[src/rps_regs.vh]
// How it works
// - Per-channel four-entry synchronizer, word wide
// - Written on parallel strobe, read on tick
// - Write and read rates must match
// - FIFO has no flags; reads pause while the output is stalled
// - Word boundary not assumed; slips correct it
// - Realign parallel words, per channel control
// - Each slip rising edge shifts one bit
// - Realigner always in path, else latency only
// - Slip from fabric or synchronized pin
// - Word width selectable 8 or 10
// - Slip counter mixes the staging register with the FIFO output
// - New valid word two clocks after word tick
// - Bit clock is word clock times width
`ifndef RPS_REGS_VH
`define RPS_REGS_VH

`define RPS_WORD_W      10
`define RPS_CNT_W       4
`define RPS_PTR_W       2
`define RPS_FIFO_DEPTH  4
`define RPS_WPTR_RST    2'h2
`define RPS_RPTR_RST    2'h0
`define RPS_WIDTH_NARROW 4'h8
`define RPS_WIDTH_WIDE   4'hA
`define RPS_CNT_RST     4'h0
`define RPS_WORD_RST    10'h000

`endif

[src/rps_sync_fifo.v]
`timescale 1ns/1ps
`include "rps_regs.vh"

module rps_sync_fifo (
  // Clock and reset
  input  wire                   clk_i,
  input  wire                   nrst_i,
  // Write side
  input  wire                   wr_stb_i,
  input  wire [`RPS_WORD_W-1:0] wr_data_i,
  // Read side
  input  wire                   rd_stb_i,
  output wire [`RPS_WORD_W-1:0] rd_data_o
);

  reg [`RPS_WORD_W-1:0] mem_r [0:`RPS_FIFO_DEPTH-1];
  reg [`RPS_PTR_W-1:0]  wptr_r;
  reg [`RPS_PTR_W-1:0]  rptr_r;

  always @(posedge clk_i or negedge nrst_i) begin
    if (!nrst_i) begin
      wptr_r <= `RPS_WPTR_RST;
      rptr_r <= `RPS_RPTR_RST;
    end else begin
      if (wr_stb_i) begin
        wptr_r <= wptr_r + 2'h1;
      end
      if (rd_stb_i) begin
        rptr_r <= rptr_r + 2'h1;
      end
    end
  end

  always @(posedge clk_i) begin
    if (wr_stb_i) begin
      mem_r[wptr_r] <= wr_data_i;
    end
  end

  assign rd_data_o = mem_r[rptr_r];

endmodule

[src/rps_skid.v]
`timescale 1ns/1ps
`include "rps_regs.vh"

module rps_skid (
  // Clock and reset
  input  wire                   clk_i,
  input  wire                   nrst_i,
  // Fill side
  input  wire                   in_vld_i,
  output wire                   in_rdy_o,
  input  wire [`RPS_WORD_W-1:0] in_data_i,
  // Drain side
  output wire                   out_vld_o,
  input  wire                   out_rdy_i,
  output wire [`RPS_WORD_W-1:0] out_data_o
);

  reg [`RPS_WORD_W-1:0] e0_r;
  reg [`RPS_WORD_W-1:0] e1_r;
  reg                   v0_r;
  reg                   v1_r;
  wire                  push;
  wire                  pop;

  assign push = in_vld_i & ~v1_r;
  assign pop  = v0_r & out_rdy_i;

  // Head entry always in e0 so the output is a plain flop
  always @(posedge clk_i or negedge nrst_i) begin
    if (!nrst_i) begin
      e0_r <= `RPS_WORD_RST;
      e1_r <= `RPS_WORD_RST;
      v0_r <= 1'b0;
      v1_r <= 1'b0;
    end else if (pop) begin
      if (v1_r) begin
        e0_r <= e1_r;
        if (push) begin
          e1_r <= in_data_i;
        end else begin
          v1_r <= 1'b0;
        end
      end else if (push) begin
        e0_r <= in_data_i;
      end else begin
        v0_r <= 1'b0;
      end
    end else if (push) begin
      if (!v0_r) begin
        e0_r <= in_data_i;
        v0_r <= 1'b1;
      end else begin
        e1_r <= in_data_i;
        v1_r <= 1'b1;
      end
    end
  end

  assign in_rdy_o   = ~v1_r;
  assign out_vld_o  = v0_r;
  assign out_data_o = e0_r;

endmodule

[src/rps_top.v]
`timescale 1ns/1ps
`include "rps_regs.vh"

module rps_top (
  // Clock and reset
  input  wire                   clk_i,
  input  wire                   nrst_i,
  // Deserialized words
  input  wire                   par_stb_i,
  input  wire [`RPS_WORD_W-1:0] par_data_i,
  output wire                   par_rdy_o,
  // Configuration
  input  wire                   width_sel_i,
  input  wire                   slip_en_i,
  input  wire                   slip_src_sel_i,
  // Slip requests
  input  wire                   slip_fab_i,
  input  wire                   slip_pin_i,
  // Aligned words to fabric
  output wire [`RPS_WORD_W-1:0] word_o,
  output wire                   word_vld_o,
  input  wire                   word_rdy_i,
  // Status
  output wire [`RPS_CNT_W-1:0]  slip_cnt_o,
  output wire                   word_tick_o
);

  // Pick n bits starting cnt bits up in {older, newer}
  function [`RPS_WORD_W-1:0] rps_realign;
    input [`RPS_WORD_W-1:0] older;
    input [`RPS_WORD_W-1:0] newer;
    input [`RPS_CNT_W-1:0]  cnt;
    input                   wide;
    reg   [19:0]            cat;
    begin
      if (wide) begin
        cat = {older, newer} >> cnt;
        rps_realign = cat[9:0];
      end else begin
        cat = {4'h0, older[7:0], newer[7:0]} >> cnt;
        rps_realign = {2'h0, cat[7:0]};
      end
    end
  endfunction

  wire [`RPS_CNT_W-1:0]  width_n;
  wire [`RPS_CNT_W-1:0]  last_idx;
  wire [`RPS_WORD_W-1:0] fifo_q;
  wire                   skid_rdy;
  wire                   skid_vld;
  wire [`RPS_WORD_W-1:0] skid_q;
  wire                   slip_req;
  wire                   slip_rise;
  wire                   tick;
  wire                   rd_go;

  reg  [`RPS_CNT_W-1:0]  div_r;
  reg  [`RPS_CNT_W-1:0]  slip_cnt_r;
  reg  [`RPS_WORD_W-1:0] stage2_r;
  reg  [`RPS_WORD_W-1:0] stage3_r;
  reg  [`RPS_WORD_W-1:0] word_r;
  reg                    word_vld_r;
  reg                    pin_meta_r;
  reg                    pin_sync_r;
  reg                    slip_prev_r;
  reg                    par_rdy_r;
  reg                    tick_r;

  assign width_n  = width_sel_i ? `RPS_WIDTH_WIDE : `RPS_WIDTH_NARROW;
  assign last_idx = width_n - 4'h1;

  // one bit per clock, word tick every n bits
  always @(posedge clk_i or negedge nrst_i) begin
    if (!nrst_i) begin
      div_r <= `RPS_CNT_RST;
    end else if (div_r >= last_idx) begin
      div_r <= `RPS_CNT_RST;
    end else begin
      div_r <= div_r + 4'h1;
    end
  end

  assign tick  = (div_r == last_idx);
  // A stalled receiver holds the read side rather than lose a word
  assign rd_go = tick & skid_rdy;

  // strobe rate must equal tick rate
  rps_sync_fifo u_fifo (
    .clk_i     (clk_i),
    .nrst_i    (nrst_i),
    .wr_stb_i  (par_stb_i),
    .wr_data_i (par_data_i),
    .rd_stb_i  (rd_go),
    .rd_data_o (fifo_q)
  );

  always @(posedge clk_i or negedge nrst_i) begin
    if (!nrst_i) begin
      pin_meta_r <= 1'b0;
      pin_sync_r <= 1'b0;
    end else begin
      pin_meta_r <= slip_pin_i;
      pin_sync_r <= pin_meta_r;
    end
  end

  // fabric request arrives retimed by its controller
  assign slip_req = slip_en_i & (slip_src_sel_i ? pin_sync_r : slip_fab_i);

  always @(posedge clk_i or negedge nrst_i) begin
    if (!nrst_i) begin
      slip_prev_r <= 1'b0;
    end else begin
      slip_prev_r <= slip_req;
    end
  end

  // a long low gap keeps one edge per pulse
  assign slip_rise = slip_req & ~slip_prev_r;

  // counter wraps past n-1 to 0
  always @(posedge clk_i or negedge nrst_i) begin
    if (!nrst_i) begin
      slip_cnt_r <= `RPS_CNT_RST;
    end else if (slip_cnt_r > last_idx) begin
      slip_cnt_r <= `RPS_CNT_RST;
    end else if (slip_rise) begin
      if (slip_cnt_r == last_idx) begin
        slip_cnt_r <= `RPS_CNT_RST;
      end else begin
        slip_cnt_r <= slip_cnt_r + 4'h1;
      end
    end
  end

  // staging keeps the previous word for boundary shifts
  always @(posedge clk_i or negedge nrst_i) begin
    if (!nrst_i) begin
      stage2_r <= `RPS_WORD_RST;
      stage3_r <= `RPS_WORD_RST;
    end else if (rd_go) begin
      stage2_r <= stage3_r;
      stage3_r <= fifo_q;
    end
  end

  // count 0 passes the low n bits of the FIFO output unchanged
  // word valid on the clock after the shift
  always @(posedge clk_i or negedge nrst_i) begin
    if (!nrst_i) begin
      word_r     <= `RPS_WORD_RST;
      word_vld_r <= 1'b0;
    end else begin
      word_vld_r <= rd_go;
      if (rd_go) begin
        word_r <= rps_realign(stage3_r, fifo_q, slip_cnt_r, width_sel_i);
      end
    end
  end

  rps_skid u_skid (
    .clk_i      (clk_i),
    .nrst_i     (nrst_i),
    .in_vld_i   (word_vld_r),
    .in_rdy_o   (skid_rdy),
    .in_data_i  (word_r),
    .out_vld_o  (skid_vld),
    .out_rdy_i  (word_rdy_i),
    .out_data_o (skid_q)
  );

  always @(posedge clk_i or negedge nrst_i) begin
    if (!nrst_i) begin
      par_rdy_r <= 1'b0;
      tick_r    <= 1'b0;
    end else begin
      par_rdy_r <= skid_rdy;
      tick_r    <= rd_go;
    end
  end

  assign par_rdy_o   = par_rdy_r;
  assign word_o      = skid_q;
  assign word_vld_o  = skid_vld;
  assign slip_cnt_o  = slip_cnt_r;
  assign word_tick_o = tick_r;

endmodule

[config.mk]
export PLATFORM = sky130hd
export DESIGN_NAME = rps_top
export DESIGN_NICKNAME = d
export VERILOG_FILES = /design/src/rps_sync_fifo.v /design/src/rps_skid.v /design/src/rps_top.v
export VERILOG_INCLUDE_DIRS = /design/src /design/src/src
export SDC_FILE = /design/constraint.sdc
export NUM_CORES = 1
export LEC_CHECK = 0
export ABC_AREA = 1
export BUFFER_PORTS_ARGS = -buffer_cell sky130_fd_sc_hd__buf_2
export CORE_ASPECT_RATIO = 1.2
export CORE_UTILIZATION = 53
export CTS_BUF_LIST = sky130_fd_sc_hd__clkbuf_8
export CTS_CLUSTER_SIZE = 8
export DETAILED_ROUTE_END_ITERATION = 6
export GPL_TIMING_DRIVEN = 0
export HOLD_SLACK_MARGIN = 0.05
export PLACE_DENSITY = 0.72
export SETUP_SLACK_MARGIN = 0.3
export SYNTH_ARGS = -nofsm -noshare
export SYNTH_HDL_FRONTEND = slang
export SYNTH_SLANG_ARGS = --single-unit
[constraint.sdc]
create_clock -name clk_i -period 4 [get_ports clk_i]
set_input_delay 0.4 -clock clk_i [delete_from_list [all_inputs] [get_ports clk_i]]
set_output_delay 0.4 -clock clk_i [all_outputs]
set_load 0.02 [all_outputs]
### Word-level counts from Yosys, hierarchy flattened

Memory sizes are Yosys's and may differ from the RTL's.
Cells that the tools add are included.

| storage, ports and cells | value |
|---|---|
| register bits | 59 |
| bits in writable memories | 40 |
| input bits | 19 |
| output and inout port bits | 17 |
| memories kept | 1 |

| cells by class | value |
|---|---|
| add/subtract/negate cells | 5 |
| $lt $le $gt $ge | 2 |
| eq/ne operators | 7 |
| shifts and indexed selects | 2 |
| muxes and demuxes | 27 |
| bitwise logic cells | 7 |
| reductions and logical operators | 8 |

Memory list:

| memory | words | width | read ports | clocked after Yosys merged registers in | wr ports | line | RTL |
|---|---|---|---|---|---|---|---|
| u_fifo.mem_r | 4 | 10 | 1 | 0 | 1 | rps_sync_fifo.v:16 | `` reg [`RPS_WORD_W-1:0] mem_r [0:`RPS_FIFO_DEPTH-1]; `` |

Operator list:

| operator | number |
|---|---|
| 10-bit 2-to-1 mux | 10 |
| 20-bit by 4-bit right shift with 10-bit output | 1 |
| 4-bit 2-to-1 mux | 4 |
| 16-bit by 4-bit right shift with 8-bit output | 1 |
| 1-bit 2-to-1 mux | 12 |
| 4-bit by 1-bit adder with 4-bit output, second input constant | 2 |
| 4-bit equality test | 2 |
| 2-bit != test, second input constant | 4 |
| 2-bit nonzero test | 4 |
| 3-bit AND reduction | 2 |
| 1-bit AND | 5 |
| 2-bit by 1-bit adder with 2-bit output, second input constant | 2 |
| 4-bit greater-or-equal comparator | 1 |
| 4-bit > comparator | 1 |
| 4-bit AND reduction | 1 |
| 4-bit by 1-bit subtractor with 4-bit output, second input constant | 1 |
| 2-bit 2-to-1 mux | 1 |
| 2-bit by 1-bit != test with 1-bit output, second input constant | 1 |
| 1-bit NOT | 2 |
| 2-bit AND reduction | 1 |

### Depth between registers and ports, before layout

| logic depth | value |
|---|---|
| word-level depth | 6 |
| mapped depth | 14 |
| mapped depth without buffers | 13 |

### Hierarchy

From an unflattened synthesis, not the netlist that was laid out.

| second synthesis, totals | value |
|---|---|
| cells, all modules | 683 |
| area total of the unflattened synthesis | 5,494.0 um^2 |

By module, submodules not included:

| module | times used | cells an instance | area each (um^2) | seq. area each (um^2) |
|---|---|---|---|---|
| rps_top | 1 | 366 | 2,497.4 | 825.8 |
| rps_sync_fifo | 1 | 183 | 1,925.6 | 1,302.5 |
| rps_skid | 1 | 134 | 1,071.0 | 550.5 |

### Worst setup path after synthesis

No wires, ideal clock.

| timing | value |
|---|---|
| kind | in2reg |
| start point | in width_sel_i |
| end point | reg slip_cnt_r[2] (netlist: slip_cnt_o[2]) |
| data arrival time | 1.729 ns |
| required time | 3.906 ns |
| slack | 2.178 ns |
| cell stages on the path | 11 |
| buffers on the path | 1 |
| path through | inv_1 buf_2 ha_1 a21o_1 a21oi_1 nand2_1 nand2_1 nand2_1 nand2_1 nor2_1 a211oi_1 |

| on the way | value |
|---|---|
| word-level cells in the longest chain between the ends | 6 |
| elaborated cells on any way between the ends | 8 |
| those cells by class | add/sub (1); order compare (1); eq/ne (1); mux (4); reduce/logical (1) |

RTL lines:

| what | line | RTL |
|---|---|---|
| start: declaration | rps_top.v:13 | `input wire width_sel_i,` |
| 2-bit 2-to-1 mux (no line) * | n/a |  |
| 4-bit by 1-bit subtractor with 4-bit output * | rps_top.v:70 | `assign last_idx = width_n - 4'h1;` |
| 4-bit equality test | rps_top.v:128 | `if (slip_cnt_r == last_idx) begin` |
| 4-bit 2-to-1 mux | rps_top.v:128 |  |
| 4-bit 2-to-1 mux | rps_top.v:127 | `end else if (slip_rise) begin` |
| 4-bit 2-to-1 mux | rps_top.v:125 | `end else if (slip_cnt_r > last_idx) begin` |
| end signal: assignment | rps_top.v:124 | `` slip_cnt_r <= `RPS_CNT_RST; `` |
| end signal: assignment | rps_top.v:126 | `` slip_cnt_r <= `RPS_CNT_RST; `` |
| end signal: assignment | rps_top.v:129 | `` slip_cnt_r <= `RPS_CNT_RST; `` |
| end: declaration | rps_top.v:58 | `` reg [`RPS_CNT_W-1:0] slip_cnt_r; `` |

Mark *: on every way between the ends. The rest lies on a longest branch, timed or not. The select of a mux whose other input is x is not followed.
A chain may end at the register's enable or synchronous reset.

### Final worst setup path

| timing | value |
|---|---|
| start point | in width_sel_i |
| end point | reg word_r[2] |

| on the way | value |
|---|---|
| word-level cells in the longest chain between the ends | 4 |
| elaborated cells on any way between the ends | 5 |
| those cells by class | add/sub (1); eq/ne (1); mux (2); bitwise (1) |

RTL lines:

| what | line | RTL |
|---|---|---|
| 2-bit 2-to-1 mux (no line) | n/a |  |
| 4-bit by 1-bit subtractor with 4-bit output | rps_top.v:70 |  |
| 4-bit equality test | rps_top.v:83 | `assign tick = (div_r == last_idx);` |
| 1-bit AND | rps_top.v:85 | `assign rd_go = tick & skid_rdy;` |
| end signal: assignment | rps_top.v:151 | `` word_r <= `RPS_WORD_RST; `` |
| end signal: assignment | rps_top.v:156 | `word_r <= rps_realign(stage3_r, fifo_q, slip_cnt_r, width_sel_i);` |
| end: declaration | rps_top.v:61 | `` reg [`RPS_WORD_W-1:0] word_r; `` |

Several ways; a longest one is shown, not always the timed one.

==> impl_metrics.ini <==
[synth]
async_flop_share_pct = 59.6
yosysWarnings = 0
avgSynthCellArea_sq_um = 8.40
synthFlopType = dfrtp_1
yosysUniqueCellTypes = 38
synth_nets = 640
synth_edf_count = 40
seq_area_frac_synth_pct = 52.3
synthCells = 609
synth_area_sq_um = 5120
ys_ff_latch = 99

[clock_tree]
ctsHoldBuffers = 0
cts_tree = yes
clock-sinks = 99
clockBufferDepth = 2
cts_setup_buffers = 0
cts_resized = 0
numCtsBuffers = 9
path_clk_slew_ns = 0.10
root_buffer = clkbuf_8
clock_latency_ns = 0.37
cts_htree_levels = 3

[sta]
fin_setup_tns_ns = 0
fmax_mhz = 453
finalHoldViolations = 0
setup_viol = 0
period_needed_ns = 2.21
post-route-period-util_pct = 55.2
final-max-slew-violation-count = 0
grt_setup_unrepaired = false
worst_pin_slew_ns = 0.765
skew_ns = 0.00835
slew-limit-headroom_pct = 49.0

[global_routing]
grt_overflow = 0
antenna_found_initial = 0
grt_pass1_vias = 4237
grtUsageTotal_pct = 25.6
grt_pass1_wl_um = 19800
grt_max_degree = 60

[place]
portBuffers = 34
post_dp_cell_area_sq_um = 5440
place_hpwl_um = 8950
gp_congestion = 0.889

[power_and_ir_drop]
p_int_mw = 2.51
clkPwrFrac_pct = 15.6
vdd_drop_max_mv = 0.403
pwr-share-seq_pct = 34.1
netSwitchingFraction_pct = 45.2
switchingPower_mw = 2.07
power_density_nw_per_um2 = 809
combPwrFrac_pct = 50.3
power.leakage_nw = 2.72

[die]
die_w_um = 91.7
rows = 38
dieArea_sq_um = 10100
die_h_um = 110
initial_utilization_pct = 55.5
coreArea_sq_um = 9220
io_pins = 36

[flow_run]
cap_violations = 0

[worst_hold_path]
hp-class = in -> async

[drt]
wl_per_cell_um = 15.4
drtIter0Drc = 208
routed_wl_um = 12000
viasPerCell = 5.37
first_pass_iters = 7
vias = 4183
remaining_drc_errors = 1
ant_nets = 0

[worst_setup_path]
worstPathRequired_ns = 4.26
path_class = in -> reg
path_max_fanout = 11
cp-start-kind = primary input
worst_setup_path_end_kind = flip-flop
critical_path_arrival_ns = 2.47

[finish]
nFillCells = 840
fin_nets = 685
drive_gt1_share_pct = 14.1
areaGrowthSynthToFinish_pct = 10.7
antenna_cells = 0
most-common-layout-cells = 203 x nand2_1, 62 x nand3_1, 58 x dfrtp_1
finish.instance_area_sq_um = 5660
layout_commonest_cell = nand2_1

[outcome]
violations = DRC
status = finished, violations left
[Yosys cell counts, types with 2 or more instances]
cell | count | area [sq um]
buf_4 | 3 | 22.5
o21ai_0 | 51 | 255
buf_6 | 6 | 67.6
nand2_2 | 3 | 18.8
a21oi_1 | 26 | 130
nand2_1 | 203 | 762
o21ai_1 | 12 | 60.1
or2_2 | 2 | 12.5
o22ai_1 | 4 | 25.0
nor3_1 | 2 | 10.0
edfxtp_1 | 40 | 1200
inv_2 | 5 | 18.8
clkinv_1 | 2 | 7.51
o211ai_1 | 2 | 15.0
buf_2 | 11 | 55.1
nand3_1 | 62 | 310
ha_1 | 12 | 150
nor2_1 | 27 | 101
dfrtp_1 | 58 | 1450
inv_1 | 39 | 146
a31oi_1 | 3 | 18.8
clkbuf_1 | 9 | 33.8
nand3_2 | 9 | 90.1
xor2_1 | 4 | 35.0
[through the flow]
stage | total power [mW] | cells | hold WS (ns) | setup WS, ns | util [%]
after floorplan | 3.24 | 609 | 0.104 | 2.18 | -
after global placement | 3.82 | 763 | 0.337 | 1.45 | 59.0
after detailed placement | 3.87 | 763 | 0.342 | 1.43 | 59.0
after CTS | 4.58 | 779 | 0.129 | 1.81 | 61.4
after global routing | 4.98 | 779 | 0.123 | 1.68 | 61.4
final | 4.58 | 779 | 0.103 | 1.79 | 61.4
[path summary, 6_finish.rpt]
kind / startpoint / endpoint / slack [ns] / depth (start not counted)
setup / recovery: width_sel_i / word_r[2] / 1.79 / 11
hold / removal: nrst_i / stage3_r[6] / 0.10 / 1
setup reg to reg: slip_cnt_o[1] / word_r[4] / 2.01 / 10
hold reg to reg: pin_meta_r / pin_sync_r / 0.36 / 0
max in group asynchronous: nrst_i / slip_cnt_o[2] / 3.39 / 1
min in group clk_i: slip_pin_i / pin_meta_r / 0.13 / 1
[layer usage]
layer | up-vias | GRT usage (%) | share of wire (%)
met1 | 1977 | 27.6 | 40
met4 | 0 | 12.8 | 3.2
met3 | 27 | 3.39 | 3.2
met5 | - | 0 | 0
li1 | 2100 | - | -
met2 | 79 | 49.5 | 53
[state kept, by name (all words and copies together) (netlist names)]
register           count
stage3_r              10
word_vld_r             1
slip_prev_r            1
pin_meta_r             1
u_fifo.mem_r          40
u_skid.out_data_o     10
u_skid.e1_r           10
div_r                  4
u_skid.out_vld_o       1
word_r                10
u_skid.v1_r            1
u_fifo.wptr_r          2
pin_sync_r             1
slip_cnt_o             4
par_rdy_o              1
u_fifo.rptr_r          2
[area by class of cell]
class / instances / area (sq um) / share of cell area, %
tap: 120 / 150 / 2.65
multi-input combinational: 434 / 2080 / 36.8
timing repair buffer: 34 / 173 / 3.05
clock buffer: 9 / 124 / 2.19
sequential: 99 / 2680 / 47.3
inverter: 46 / 173 / 3.05
buffer: 30 / 183 / 3.23
clock inverter: 7 / 100 / 1.77
[cell families (layout without fill, tap and decap cells)]
kind of cell	after synthesis	after routing	synth area share, %
xor+xnor	5	5	0.856
flops	99	99	52.3
simple gates	313	313	26.2
buf+inv	76	126	6.94
fa+ha+maj	12	12	2.93
compound gates	104	104	10.8
[worst max-delay path: stages]
cell      delay, ns
buf_2          0.23
inv_1          0.11
buf_2          0.22
ha_1           0.33
nand2_1        0.08
nor2_1         0.05
nand2_1        0.14
clkbuf_1       0.53
nor2_1         0.18
o21ai_1        0.13
nand2_1        0.06
[power by group through the flow]
stage,logic (mW),clock network (mW),registers (mW)
after global routing,2.62,0.758,1.60
final,2.30,0.714,1.56
after global placement,2.25,0,1.57
after detailed placement,2.28,0,1.59
after CTS,2.30,0.718,1.56
after floorplan,1.60,0,1.64
(Power assumes the default switching activity.)
